==> src/dacce_pkg.sv <==
// package: register map and field layout of the converter channel enable block
package dacce_pkg;
    // register byte offsets (full addresses as printed)
    localparam logic [31:0] DACCE_SET_OFFSET = 32'h4003C010;
    localparam logic [31:0] DACCE_CLR_OFFSET = 32'h4003C014;
    localparam logic [31:0] DACCE_STS_OFFSET = 32'h4003C018;
    // channel bit positions
    localparam int DACCE_CH_ZERO_POS = 0;
    localparam int DACCE_CH_ONE_POS = 1;
    localparam int DACCE_NUM_CH = 2;
    // reset value of the enable bits
    localparam logic [1:0] DACCE_ENABLE_RESET = 2'h0;
    // register bus request
    typedef struct packed {
        logic [31:0] addr;
        logic [31:0] wdata;
        logic wr;
        logic rd;
    } dacce_req_t;
endpackage

==> src/dacce_channel_enable.sv <==
// converter channel enable set/clear/status registers
//
// How it works
// - a one written to the set register enables that channel; zeros change nothing
// - a one written to the clear register disables that channel; zeros change nothing
// - set and clear writes are ignored while write protection is on
// - read-only status register: channel zero at bit 0, channel one at bit 1
// - status bits read one while enabled, zero while disabled
`timescale 1ns/1ps
module dacce_channel_enable (
    input wire logic clock_in, // 100 MHz clock
    input wire logic sys_rst_in, // synchronous active-high reset
    input wire dacce_pkg::dacce_req_t bus_in, // address, data and strobes
    input wire logic write_protect_on_in, // write protection enable level
    output logic [31:0] rdata_out, // read data, cycle after read strobe
    output logic [1:0] channel_enable_out // per-channel enable to the converter
);
    import dacce_pkg::*;

    // ************************************************************
    // storage
    // ************************************************************
    // one enable flop per channel, plus the registered read word, so that
    // the bus sees read data exactly one cycle after its strobe
    logic [1:0] enable_reg;
    logic [1:0] enable_next;
    logic [31:0] rdata_reg;
    logic [31:0] rdata_next;

    // ************************************************************
    // address decode
    // ************************************************************
    // the full address is compared, so any alias of the block reads as unmapped
    logic hit_set;
    logic hit_clr;
    logic hit_sts;
    assign hit_set = (bus_in.addr == DACCE_SET_OFFSET);
    assign hit_clr = (bus_in.addr == DACCE_CLR_OFFSET);
    assign hit_sts = (bus_in.addr == DACCE_STS_OFFSET);

    // ************************************************************
    // write qualification
    // ************************************************************
    // protection gates both write-only registers alike; its level is taken
    // at the write edge itself, so software must settle it a cycle ahead
    logic wr_ok;
    logic set_wr;
    logic clr_wr;
    logic [1:0] wdata_bits;
    logic [1:0] set_mask;
    logic [1:0] clr_mask;
    assign wr_ok = bus_in.wr && !write_protect_on_in;
    assign set_wr = wr_ok && hit_set;
    assign clr_wr = wr_ok && hit_clr;

    // only the two channel positions are looked at; reserved bits are dropped
    assign wdata_bits = {bus_in.wdata[DACCE_CH_ONE_POS], bus_in.wdata[DACCE_CH_ZERO_POS]};
    assign set_mask = set_wr ? wdata_bits : 2'h0;
    assign clr_mask = clr_wr ? wdata_bits : 2'h0;

    // ************************************************************
    // enable state
    // ************************************************************
    // set and clear never share a cycle since they sit at different addresses;
    // should they ever meet, the clear wins, the safer outcome for an output
    // nothing here tracks conversions, so a disable mid-conversion is unguarded
    for (genvar ch = 0; ch < DACCE_NUM_CH; ch = ch + 1) begin : g_chan
        // a zero bit in both masks keeps the channel as it is
        assign enable_next[ch] = (enable_reg[ch] | set_mask[ch]) & ~clr_mask[ch];
    end

    // the reset value clears both channels, so no output starts enabled
    always_ff @(posedge clock_in) begin
        if (sys_rst_in) begin
            enable_reg <= DACCE_ENABLE_RESET;
        end else begin
            enable_reg <= enable_next;
        end
    end

    // the converter sees the enable flops directly, with no extra stage
    assign channel_enable_out = enable_reg;

    // ************************************************************
    // read path
    // ************************************************************
    // status word: each channel lands at its own bit position, all else zero
    logic [31:0] status_word;
    logic rd_sts;
    assign status_word = (32'(enable_reg[0]) << DACCE_CH_ZERO_POS)
        | (32'(enable_reg[1]) << DACCE_CH_ONE_POS);
    assign rd_sts = bus_in.rd && hit_sts;

    // unmapped, write-only and idle cycles read as zero, which lets an
    // upstream read mux simply OR its slaves together
    assign rdata_next = rd_sts ? status_word : 32'h0;

    // the read word stands for one cycle only; it is cleared right after
    always_ff @(posedge clock_in) begin
        if (sys_rst_in) begin
            rdata_reg <= 32'h0;
        end else begin
            rdata_reg <= rdata_next;
        end
    end

    assign rdata_out = rdata_reg;

    // ************************************************************
    // checks
    // ************************************************************
    // every property runs on the one clock and stands down while in reset,
    // except the reset checks, which must see the reset cycles themselves

    // an accepted set write turns on every channel whose bit was one
    a_set_enables: assert property (@(posedge clock_in) disable iff (sys_rst_in)
        bus_in.wr && hit_set && !write_protect_on_in |=>
        ((enable_reg & $past(bus_in.wdata[1:0])) == $past(bus_in.wdata[1:0])))
        else $error("set write did not enable channel");

    // an accepted clear write turns off every channel whose bit was one
    a_clear_disables: assert property (@(posedge clock_in) disable iff (sys_rst_in)
        bus_in.wr && hit_clr && !write_protect_on_in |=>
        ((enable_reg & $past(bus_in.wdata[1:0])) == 2'h0))
        else $error("clear write did not disable channel");

    // while protection is on, nothing may move the enables
    a_protect_holds: assert property (@(posedge clock_in) disable iff (sys_rst_in)
        write_protect_on_in |=> $stable(enable_reg))
        else $error("enable changed under write protection");

    // only a set or clear write may move the enables
    a_idle_holds: assert property (@(posedge clock_in) disable iff (sys_rst_in)
        !(bus_in.wr && (hit_set || hit_clr)) |=> $stable(enable_reg))
        else $error("enable changed without a write");

    // zero bits of a clear write leave their channels alone
    a_zero_bits_keep: assert property (@(posedge clock_in) disable iff (sys_rst_in)
        bus_in.wr && hit_clr |=>
        ((enable_reg & ~$past(bus_in.wdata[1:0])) == ($past(enable_reg) & ~$past(bus_in.wdata[1:0]))))
        else $error("clear write touched a zero bit");

    // a status read returns the enables as they stood at the read edge
    a_status_read: assert property (@(posedge clock_in) disable iff (sys_rst_in)
        bus_in.rd && hit_sts |=> rdata_out == {30'h0, $past(enable_reg)})
        else $error("status read mismatch");

    // reserved bits of the read word are always zero
    a_reserved_zero: assert property (@(posedge clock_in) disable iff (sys_rst_in)
        rdata_out[31:2] == 30'h0)
        else $error("reserved status bits not zero");

    // reset leaves both channels off
    a_reset_clears: assert property (@(posedge clock_in)
        sys_rst_in |=> enable_reg == 2'h0)
        else $error("reset did not clear enables");

    // a set write, protected or not, never turns a channel off
    a_set_only_adds: assert property (@(posedge clock_in) disable iff (sys_rst_in)
        bus_in.wr && hit_set |=> ((enable_reg & $past(enable_reg)) == $past(enable_reg)))
        else $error("set write disabled a channel");

    // zero bits of a set write leave their channels alone
    a_set_zero_keep: assert property (@(posedge clock_in) disable iff (sys_rst_in)
        bus_in.wr && hit_set |=>
        ((enable_reg & ~$past(wdata_bits)) == ($past(enable_reg) & ~$past(wdata_bits))))
        else $error("set write touched a zero bit");

    // a clear write, protected or not, never turns a channel on
    a_clear_no_set: assert property (@(posedge clock_in) disable iff (sys_rst_in)
        bus_in.wr && hit_clr |=> ((enable_reg & ~$past(enable_reg)) == 2'h0))
        else $error("clear write enabled a channel");

    // the status register is read-only: a write there changes nothing
    a_status_wr_ignored: assert property (@(posedge clock_in) disable iff (sys_rst_in)
        bus_in.wr && hit_sts |=> $stable(enable_reg))
        else $error("status write changed an enable");

    // a read alone never changes the enable state
    a_read_keeps: assert property (@(posedge clock_in) disable iff (sys_rst_in)
        bus_in.rd && !bus_in.wr |=> $stable(enable_reg))
        else $error("read changed an enable");

    // outside a status read the read word is zero
    a_idle_rdata_zero: assert property (@(posedge clock_in) disable iff (sys_rst_in)
        !rd_sts |=> rdata_out == 32'h0)
        else $error("read data not zero outside a status read");

    // each channel shows up at its own bit position
    a_status_bits: assert property (@(posedge clock_in) disable iff (sys_rst_in)
        rd_sts |=> (rdata_out[DACCE_CH_ZERO_POS] == $past(enable_reg[0]))
            && (rdata_out[DACCE_CH_ONE_POS] == $past(enable_reg[1])))
        else $error("status bit position mismatch");

    // reset also clears the read word
    a_reset_rdata: assert property (@(posedge clock_in)
        sys_rst_in |=> rdata_out == 32'h0)
        else $error("reset did not clear read data");

    // ************************************************************
    // coverage of the main scenarios
    // ************************************************************
    // both channels switched on in one write
    c_set_write: cover property (@(posedge clock_in) disable iff (sys_rst_in)
        wr_ok && hit_set && bus_in.wdata[1:0] == 2'h3);

    // a clear that actually has something to turn off
    c_clear_write: cover property (@(posedge clock_in) disable iff (sys_rst_in)
        wr_ok && hit_clr && enable_reg != 2'h0);

    // a set write refused by protection
    c_protected_write: cover property (@(posedge clock_in) disable iff (sys_rst_in)
        bus_in.wr && write_protect_on_in && hit_set);

    // a status read with both channels on
    c_status_read: cover property (@(posedge clock_in) disable iff (sys_rst_in)
        bus_in.rd && hit_sts && enable_reg == 2'h3);

    // a status read right behind an accepted set write
    c_back_to_back: cover property (@(posedge clock_in) disable iff (sys_rst_in)
        set_wr ##1 rd_sts);
endmodule // dacce_channel_enable

==> config.mk <==
export PLATFORM = sky130hd
export DESIGN_NAME = dacce_channel_enable
export DESIGN_NICKNAME = d
export VERILOG_FILES = /design/src/dacce_pkg.sv /design/src/dacce_channel_enable.sv
export SDC_FILE = /design/constraint.sdc
export NUM_CORES = 1
export LEC_CHECK = 0
export BUFFER_PORTS_ARGS = -buffer_cell sky130_fd_sc_hd__clkbuf_2
export CAP_MARGIN = 20
export CORE_UTILIZATION = 25
export CTS_BUF_LIST = sky130_fd_sc_hd__clkbuf_4 sky130_fd_sc_hd__clkbuf_8
export CTS_CLUSTER_DIAMETER = 200
export DETAILED_ROUTE_END_ITERATION = 8
export GPL_TIMING_DRIVEN = 0
export PLACE_DENSITY = 0.81
export SLEW_MARGIN = 10
export SYNTH_ARGS = -nofsm -noshare
export SYNTH_HDL_FRONTEND = slang
export SYNTH_SLANG_ARGS = --single-unit
==> constraint.sdc <==
create_clock -name clock_in -period 1.2 [get_ports clock_in]
set_input_delay 0.06 -clock clock_in [delete_from_list [all_inputs] [get_ports clock_in]]
set_output_delay 0.06 -clock clock_in [all_outputs]
set_load 0.05 [all_outputs]
==> results of run 1 <==
report_power, final:
group / internal, W / total, W / switching, W
registers: 0.000134 / 0.000134 / 0.00000000000000492
logic: 0.000122 / 0.000367 / 0.000245
clock network: 0.000112 / 0.000168 / 0.0000556
final timing paths:
check                                         from                                to  slack (ns)  cells after the start
setup / recovery                        bus_in[39]  channel_enable_out[1]$_SDFF_PP0_        0.17                      5
hold / removal                          sys_rst_in  channel_enable_out[0]$_SDFF_PP0_        0.11                      3
setup reg to reg  channel_enable_out[0]$_SDFF_PP0_  channel_enable_out[0]$_SDFF_PP0_        0.60                      2
hold reg to reg   channel_enable_out[0]$_SDFF_PP0_  channel_enable_out[0]$_SDFF_PP0_        0.50                      2
per-layer routing:
layer	part of all wire, %	global-route usage (%)	vias up
li1	-	-	295
met1	29	5.215	220
met2	53	18.90	45
met3	15	1.538	4
met4	1.6	3.429	0
met5	0	0	-
cells in the mapped netlist:
| master | n | share of area (%) |
|---|---|---|
| inv_1 | 2 | 1.5 |
| and4_1 | 1 | 1.7 |
| or2_2 | 1 | 1.2 |
| nand4_2 | 1 | 2.4 |
| dfxtp_1 | 4 | 16 |
| buf_4 | 30 | 44 |
| nor2_1 | 3 | 2.2 |
| nand2_1 | 1 | 0.73 |
| mux2i_1 | 2 | 3.9 |
| nor4b_2 | 2 | 5.9 |
| nor4_2 | 4 | 9.8 |
| nor4_1 | 2 | 2.4 |
| and3_1 | 2 | 2.4 |
| or3b_2 | 1 | 1.7 |
| nand2b_1 | 2 | 2.4 |
| conb_1 | 1 | 0.73 |
| nand4_1 | 1 | 1.2 |
through the flow:
step                      area [sq um]  worst slack (ns)
after floorplan                  620.6            0.1543
after CTS                        887.1            0.1126
final                            887.1            0.1695
after global routing             887.1           0.09762
after global placement           864.6          -0.07873
after detailed placement         864.6           -0.1209
cells by family after synthesis:
group	share of synthesized area, %
buffers and inverters	45.48
and+or+nand+nor	34.23
muxes	3.912
DFF	15.65
other	0.7328
cell usage in the layout, fill, tap and decap left out:
| cell | netlist | routed |
|---|---|---|
| clkbuf_2 | 0 | 42 |
| buf_4 | 30 | 30 |
| conb_1 | 1 | 30 |
| nor4_2 | 4 | 4 |
| dfxtp_1 | 4 | 4 |
| nor2_1 | 3 | 3 |
| clkbuf_4 | 0 | 3 |
| nand2b_1 | 2 | 2 |
| inv_1 | 2 | 2 |
| nor4b_2 | 2 | 2 |
| nor4_1 | 2 | 2 |
| mux2i_1 | 2 | 2 |
| and3_1 | 2 | 2 |
| or2_2 | 1 | 1 |
| nand4_1 | 1 | 1 |
| and4_1 | 1 | 1 |
| nand4_2 | 1 | 1 |
| or3b_2 | 1 | 1 |
| nand2_1 | 1 | 1 |
registers in the layout, indices dropped and copies added (netlist names):
name / count
rdata_out: 2
channel_enable_out: 2
final cells by class:
type / count / area (sq um)
Inverter: 2 / 7.507
Buffer: 30 / 225.2
Sequential cell: 4 / 80.08
Clock buffer: 3 / 22.52
Tap cell: 27 / 33.78
Timing Repair Buffer: 42 / 210.2
Multi-Input combinational cell: 53 / 307.8
Fill cell: 197 / 1055
worst max-delay path, cell delays in order:
cell and delay (ns):
clkbuf_2 0.08, nor4_2 0.26, nand4_1 0.18, nor4_1 0.39, mux2i_1 0.22
==> flow_summary.toml, run 1 <==
[flow_run]
maxCapViolations = 0

[clock_network]
post-cts-setup-buffers = 0
ctsHtreeMaxLevel = 1
cts_resized = 0
cts_root_buf = "clkbuf_4"
clk_path_buf_depth = 2
cts_tree = "done"
insertion_delay_ns = 0.23
numCtsBuffers = 3
cts.sinks = 4
clk_pin_slew_ns = 0.04
ctsHoldBuffers = 0

[hold_path]
hold_path.class = "primary input to register"

[die]
dieWidth_um = 47.25
die_h_um = 47.25
dieArea_sq_mm = 0.002232
initial_core_util_pct = 26.35
io_pins = 103
core_area_sq_mm = 0.001942
rows = 16

[status]
status = "finished, final reports clean"

[final_layout]
fin_cells = 161
drive_gt1_share_pct = 62.69
post-route-util_pct = 45.68
areaGrowthSynthToFinish_pct = 73.35
final_nets = 205
n_antenna_cell = 0

[global_routing]
grt_antenna_before_repair = 0
grt_overflow = 0
grt_pass1_wl_um = 1242
grt_pass1_vias = 369
track_usage_pct = 7.963
grt_max_degree = 4

[setup_path]
cp.required_ns = 1.36
cp-start-kind = "primary input"
arrival_ns = 1.19
worstSetupEndpointType = "register"
critPathMaxFanout = 3
crit_type = "primary input to register"

[drt]
routed_wl_um = 1092
drtAntennaViolNets = 0
routed_via_density = 3.503
vias = 564
first_pass_iters = 4
dr.first_iter.drc_count = 4
avgRoutedWirePerCell_um = 6.783
drc = 0

[sta]
fin_hold_ws_ns = 0.1109
clock_skew_ns = 0.0003280
setup_viol = 0
rsz0062_at_grt = "no"
drv_slew = 0
hold_violations = 0
period_needed_ns = 1.030
finalCritPeriodShare_pct = 85.87
setup_tns_ns = 0
fmax_mhz = 970.4

[synthesis]
synth_cells = 60
syn_area_sq_um = 511.7
synth_cell_type_count = 17
yosys_warnings = 0
ys_ff_latch = 4
ys_seq_area_share_pct = 15.65
synth_area_per_cell_sq_um = 8.529

[place]
place.port_buffers = 42
dp.cells = 158
place_congestion = 0.5595

[pwr]
power_density_mw_per_mm2 = 753.2
peakVddDrop_mv = 0.4799
power.leakage_nw = 0.5463
power_w = 0.0006682
No activity file was read; power rests on OpenSTA's default activity.
==> run 2, diff against run 1 <==
GPL_TIMING_DRIVEN = not set   (was 0)
MAX_ROUTING_LAYER = met4   (was not set)
==> run 2 against run 1 <==
Combinational power shrank 22%. Register-to-register slack is essentially flat. Sequential share of layout area up 3.1 points. Clock-buffer cell count is the same. Flip-flop and latch count unchanged. Clock power shrank 3%. Non-clock buffer count shrank 30. Critical endpoint is now channel_enable_out[0]$_SDFF_PP0_. Highest routed layer unchanged.
==> flow_summary.toml, run 2 (same netlist as run 1, synthesis figures left out) <==
[pwr]
clockPowerShare_pct = 27.9
power_frac_seq_pct = 22.8
power_w = 0.0005854
intPower_w = 0.0003003
p_switching_w = 0.0002851
pwr-share-comb_pct = 49.2
peakVddDrop_mv = 0.3898
power_density_mw_per_mm2 = 884.4
p_sw_share_pct = 48.69
power.leakage_nw = 0.3825

[sta]
finalCritPeriodShare_pct = 85.79
fmax_mhz = 971.3
setup_tns_ns = 0
rsz0062_at_grt = "no"
setup_viol = 0
drv_slew = 0
period_needed_ns = 1.030
clock_skew_ns = 0.0002502
hold_violations = 0

[clock_network]
cts_root_buf = "clkbuf_4"
post-cts-setup-buffers = 0
clk_path_buf_depth = 2
ctsHtreeMaxLevel = 1
ctsHoldBuffers = 0
insertion_delay_ns = 0.23
cts.sinks = 4
clk_pin_slew_ns = 0.03
numCtsBuffers = 3
cts_tree = "done"
cts_resized = 0

[die]
rows = 16
initial_core_util_pct = 26.35
dieWidth_um = 47.25
core_area_sq_mm = 0.001942
io_pins = 103
die_h_um = 47.25
dieArea_sq_mm = 0.002232

[setup_path]
worstSetupEndpointType = "register"
cpPeakStageDelay_ns = 0.38
cp.required_ns = 1.36
critical_path.slowest_cell = "nor4_1"
crit_type = "primary input to register"
arrival_ns = 1.19
critPathMaxFanout = 3
path_cells = "clkbuf_2 > nor4_2 > nand4_1 > nor4_1 > mux2i_1"
cp-start-kind = "primary input"

[final_layout]
n_antenna_cell = 0
fin_cells = 131
areaGrowthSynthToFinish_pct = 29.34
final_nets = 175
layout_common_cells = "clkbuf_2, conb_1, nor4_2, dfxtp_1"
drive_gt1_share_pct = 51.92
fillCellCount = 226
stdcell_area_sq_um = 661.9
mostFrequentLayoutCell = "clkbuf_2"

[drt]
vias = 492
dr.first_iter.drc_count = 5
first_pass_iters = 2
routed_via_density = 3.756
avgRoutedWirePerCell_um = 7.115
routed_wl_um = 932
drc = 0
drtAntennaViolNets = 0

[place]
dp.cells = 128
post-dp-hpwl_um = 878.3
place_area_sq_um = 639.4
place.port_buffers = 42
place_congestion = 0.6219

[global_routing]
grt_overflow = 0
grt_max_degree = 4
grt_pass1_wl_um = 1166
grt_antenna_before_repair = 0
track_usage_pct = 7.413
grt_pass1_vias = 343

[hold_path]
hold_path.class = "primary input to register"

[status]
status = "finished, final reports clean"

[flow_run]
maxCapViolations = 0
==> run 2: cell types whose count changed in the layout (fill, tap and decap cells not counted), sizes merged <==
cell,previous run,this run
buf,30,0
==> run 2: final cells by class <==
class / count / area [sq um] / share of cell area (%)
Multi-Input combinational cell: 53 / 307.8 / 46.50
Timing Repair Buffer: 42 / 210.2 / 31.76
Sequential cell: 4 / 80.08 / 12.10
Tap cell: 27 / 33.78 / 5.104
Clock buffer: 3 / 22.52 / 3.403
Inverter: 2 / 7.507 / 1.134
==> run 2: per-layer routing <==
metal  part of all wire, %  routed length [um]  track usage [%]  vias up
met5                     0                   0                -        -
met4                   1.3                  12            3.429        0
met3                    12                 112                0        2
met2                    54                 501            15.07       43
met1                    33                 306            7.029      213
li1                      -                   -                -      234
==> run 2: power groups by stage <==
stage                     logic [W]  clock network, W  registers (W)
after CTS                  0.000288          0.000169       0.000134
final                      0.000288          0.000163       0.000134
after global routing       0.000307          0.000173       0.000134
after global placement     0.000286                 0       0.000136
after floorplan            0.000297                 0       0.000136
after detailed placement   0.000288                 0       0.000136
==> run 2: worst max-delay path: cells and delay by family <==
kind | cells | cell delay (ns)
buffers and inverters | 1 | 0.08
muxes | 1 | 0.23
and+or+nand+nor | 3 | 0.82
==> run 2: path summary, 6_finish.rpt <==
check / startpoint / endpoint / slack (ns) / cells after the start
setup / recovery: bus_in[61] / channel_enable_out[0]$_SDFF_PP0_ / 0.17 / 5
hold / removal: sys_rst_in / channel_enable_out[1]$_SDFF_PP0_ / 0.12 / 3
setup reg to reg: channel_enable_out[0]$_SDFF_PP0_ / channel_enable_out[0]$_SDFF_PP0_ / 0.60 / 2
hold reg to reg: channel_enable_out[1]$_SDFF_PP0_ / channel_enable_out[1]$_SDFF_PP0_ / 0.50 / 2
==> run 2: metrics by stage <==
step	hold slack (ns)	setup WS [ns]	utilization (%)
after floorplan	0.2403	0.1543	-
after global placement	0.3568	-0.05439	32.93
after detailed placement	0.3574	-0.09460	32.93
after CTS	0.1105	0.1490	34.09
after global routing	0.1229	0.03983	34.09
final	0.1163	0.1705	34.09
==> run 3, diff against run 2 <==
HOLD_SLACK_MARGIN = 0.12   (was not set)
==> run 3 against run 2 <==
Clock power hardly changed. First-iteration DRC count stayed put. Non-clock buffer count is 1 higher. Die area stayed put. Total power is 0.43% higher. Clock skew stayed put. Cell count is 0.76% higher. Setup slack worse by 0.098 ns. Global-route usage is 0.16 points higher.
==> flow_summary.toml, run 3 (same netlist as run 1, synthesis figures left out) <==
[setup_path]
cp-endpoint = "rdata_out[1]$_SDFF_PP0_"
r2r-end = "channel_enable_out[0]$_SDFF_PP0_"
cp.required_ns = 1.38
r2r-start = "channel_enable_out[0]$_SDFF_PP0_"
worstSetupEndpointType = "register"
critPathMaxFanout = 3
crit_path_start = "sys_rst_in"
crit_type = "primary input to register"
arrival_ns = 1.30
cp-start-kind = "primary input"
reg2reg_setup_slack_ns = 0.60
rr_worst_depth = 2

[final_layout]
layout_common_cells = "clkbuf_2, conb_1, nor4_2, dfxtp_1"
fillCellCount = 225
stdcell_area_sq_um = 671.9
post-route-util_pct = 34.60
drive_gt1_share_pct = 51.43
mostFrequentLayoutCell = "clkbuf_2"
n_antenna_cell = 0
final_nets = 176
areaGrowthSynthToFinish_pct = 31.30

[sta]
finalCritPeriodShare_pct = 93.95
period_needed_ns = 1.127
hold_violations = 0
clock_skew_ns = 0.0002502
layout_setup_ws_ns = 0.07257
rsz0062_at_grt = "no"
drv_slew = 0
setup_viol = 0
fmax_mhz = 887.0
fin_hold_ws_ns = 0.1282

[die]
die_h_um = 47.25
core_area_sq_mm = 0.001942
dieArea_sq_mm = 0.002232
dieWidth_um = 47.25
initial_core_util_pct = 26.35
io_pins = 103
rows = 16

[flow_run]
maxCapViolations = 0

[global_routing]
track_usage_pct = 7.575
grt_pass1_vias = 355
grt_overflow = 0
grt_pass1_wl_um = 1193
grt_antenna_before_repair = 0
grt_max_degree = 4

[clock_network]
clk_path_buf_depth = 2
cts_tree = "done"
numCtsBuffers = 3
clk_pin_slew_ns = 0.04
cts.sinks = 4
post-cts-setup-buffers = 0
insertion_delay_ns = 0.23
ctsHtreeMaxLevel = 1
cts_root_buf = "clkbuf_4"

[place]
place_ws_ns = -0.09460
place.port_buffers = 42
place_area_sq_um = 639.4
post-dp-hpwl_um = 878.3
place_congestion = 0.6219

[pwr]
intPower_w = 0.0003024
clockPowerShare_pct = 27.8
power_frac_seq_pct = 22.8
p_sw_share_pct = 48.56
power.leakage_nw = 0.3867
power_density_mw_per_mm2 = 875.0
p_switching_w = 0.0002855
pwr-share-comb_pct = 49.5
peakVddDrop_mv = 0.4019

[drt]
routed_wl_um = 943
first_pass_iters = 2
avgRoutedWirePerCell_um = 7.144
vias = 496
drtAntennaViolNets = 0
drc = 0
routed_via_density = 3.758
dr.first_iter.drc_count = 5

[status]
status = "finished, final reports clean"

[hold_path]
hold_path.class = "primary input to register"
[run 3: cell type report]
cell class | count | area (sq um) | share of cell area, %
multi-input combinational | 53 | 307.8 | 45.81
timing repair buffer | 43 | 220.2 | 32.77
sequential | 4 | 80.08 | 11.92
tap | 27 | 33.78 | 5.028
clock buffer | 3 | 22.52 | 3.352
inverter | 2 | 7.507 | 1.117
[run 3: power groups by stage]
stage	registers (W)	clock network [W]	logic, W
6_report	0.000134	0.000163	0.000291
5_1_grt	0.000134	0.000173	0.000309
4_1_cts	0.000134	0.000169	0.000290
3_5_place_dp	0.000136	0	0.000288
3_3_place_gp	0.000136	0	0.000286
2_1_floorplan	0.000136	0	0.000297
[run 3: worst min path at each step]
| stage | end | cells after the start | start | slack [ns] |
|---|---|---|---|---|
| floorplan | channel_enable_out[0]$_SDFF_PP0_ | 2 | sys_rst_in | 0.24 |
| global route | channel_enable_out[1]$_SDFF_PP0_ | 3 | bus_in[36] | 0.14 |
| CTS | channel_enable_out[1]$_SDFF_PP0_ | 3 | bus_in[36] | 0.12 |
| detailed placement | channel_enable_out[1]$_SDFF_PP0_ | 3 | sys_rst_in | 0.36 |
| finish | channel_enable_out[1]$_SDFF_PP0_ | 3 | bus_in[36] | 0.13 |
| global placement | channel_enable_out[1]$_SDFF_PP0_ | 3 | sys_rst_in | 0.36 |
[run 3: through the flow]
step | cells | TNS, ns | total power, W
3_5_place_dp | 128 | -0.1615 | 0.0004233
3_3_place_gp | 128 | -0.09981 | 0.0004222
5_1_grt | 132 | 0 | 0.0006157
2_1_floorplan | 89 | 0 | 0.0004326
6_report | 132 | 0 | 0.0005879
4_1_cts | 132 | 0 | 0.0005934
[run 3: per-layer routing]
| layer | track usage (%) | vias up | wire length (um) |
|---|---|---|---|
| li1 | - | 236 | - |
| met1 | 7.029 | 215 | 308 |
| met2 | 15.62 | 43 | 512 |
| met3 | 0 | 2 | 110 |
| met4 | 3.429 | 0 | 12 |
| met5 | - | - | 0 |
[run 3: worst max-delay path, stage by stage]
cell and delay [ns]:
dlygate4sd3_1 0.53, clkbuf_2 0.11, or2_2 0.29, nor2_1 0.14, and3_1 0.16
[run 3: what timing repair did]
item | CTS | global route
hold buffers | 1 | 0
hold endpoints to repair | 1 | 0
resized for setup | 0 | 0
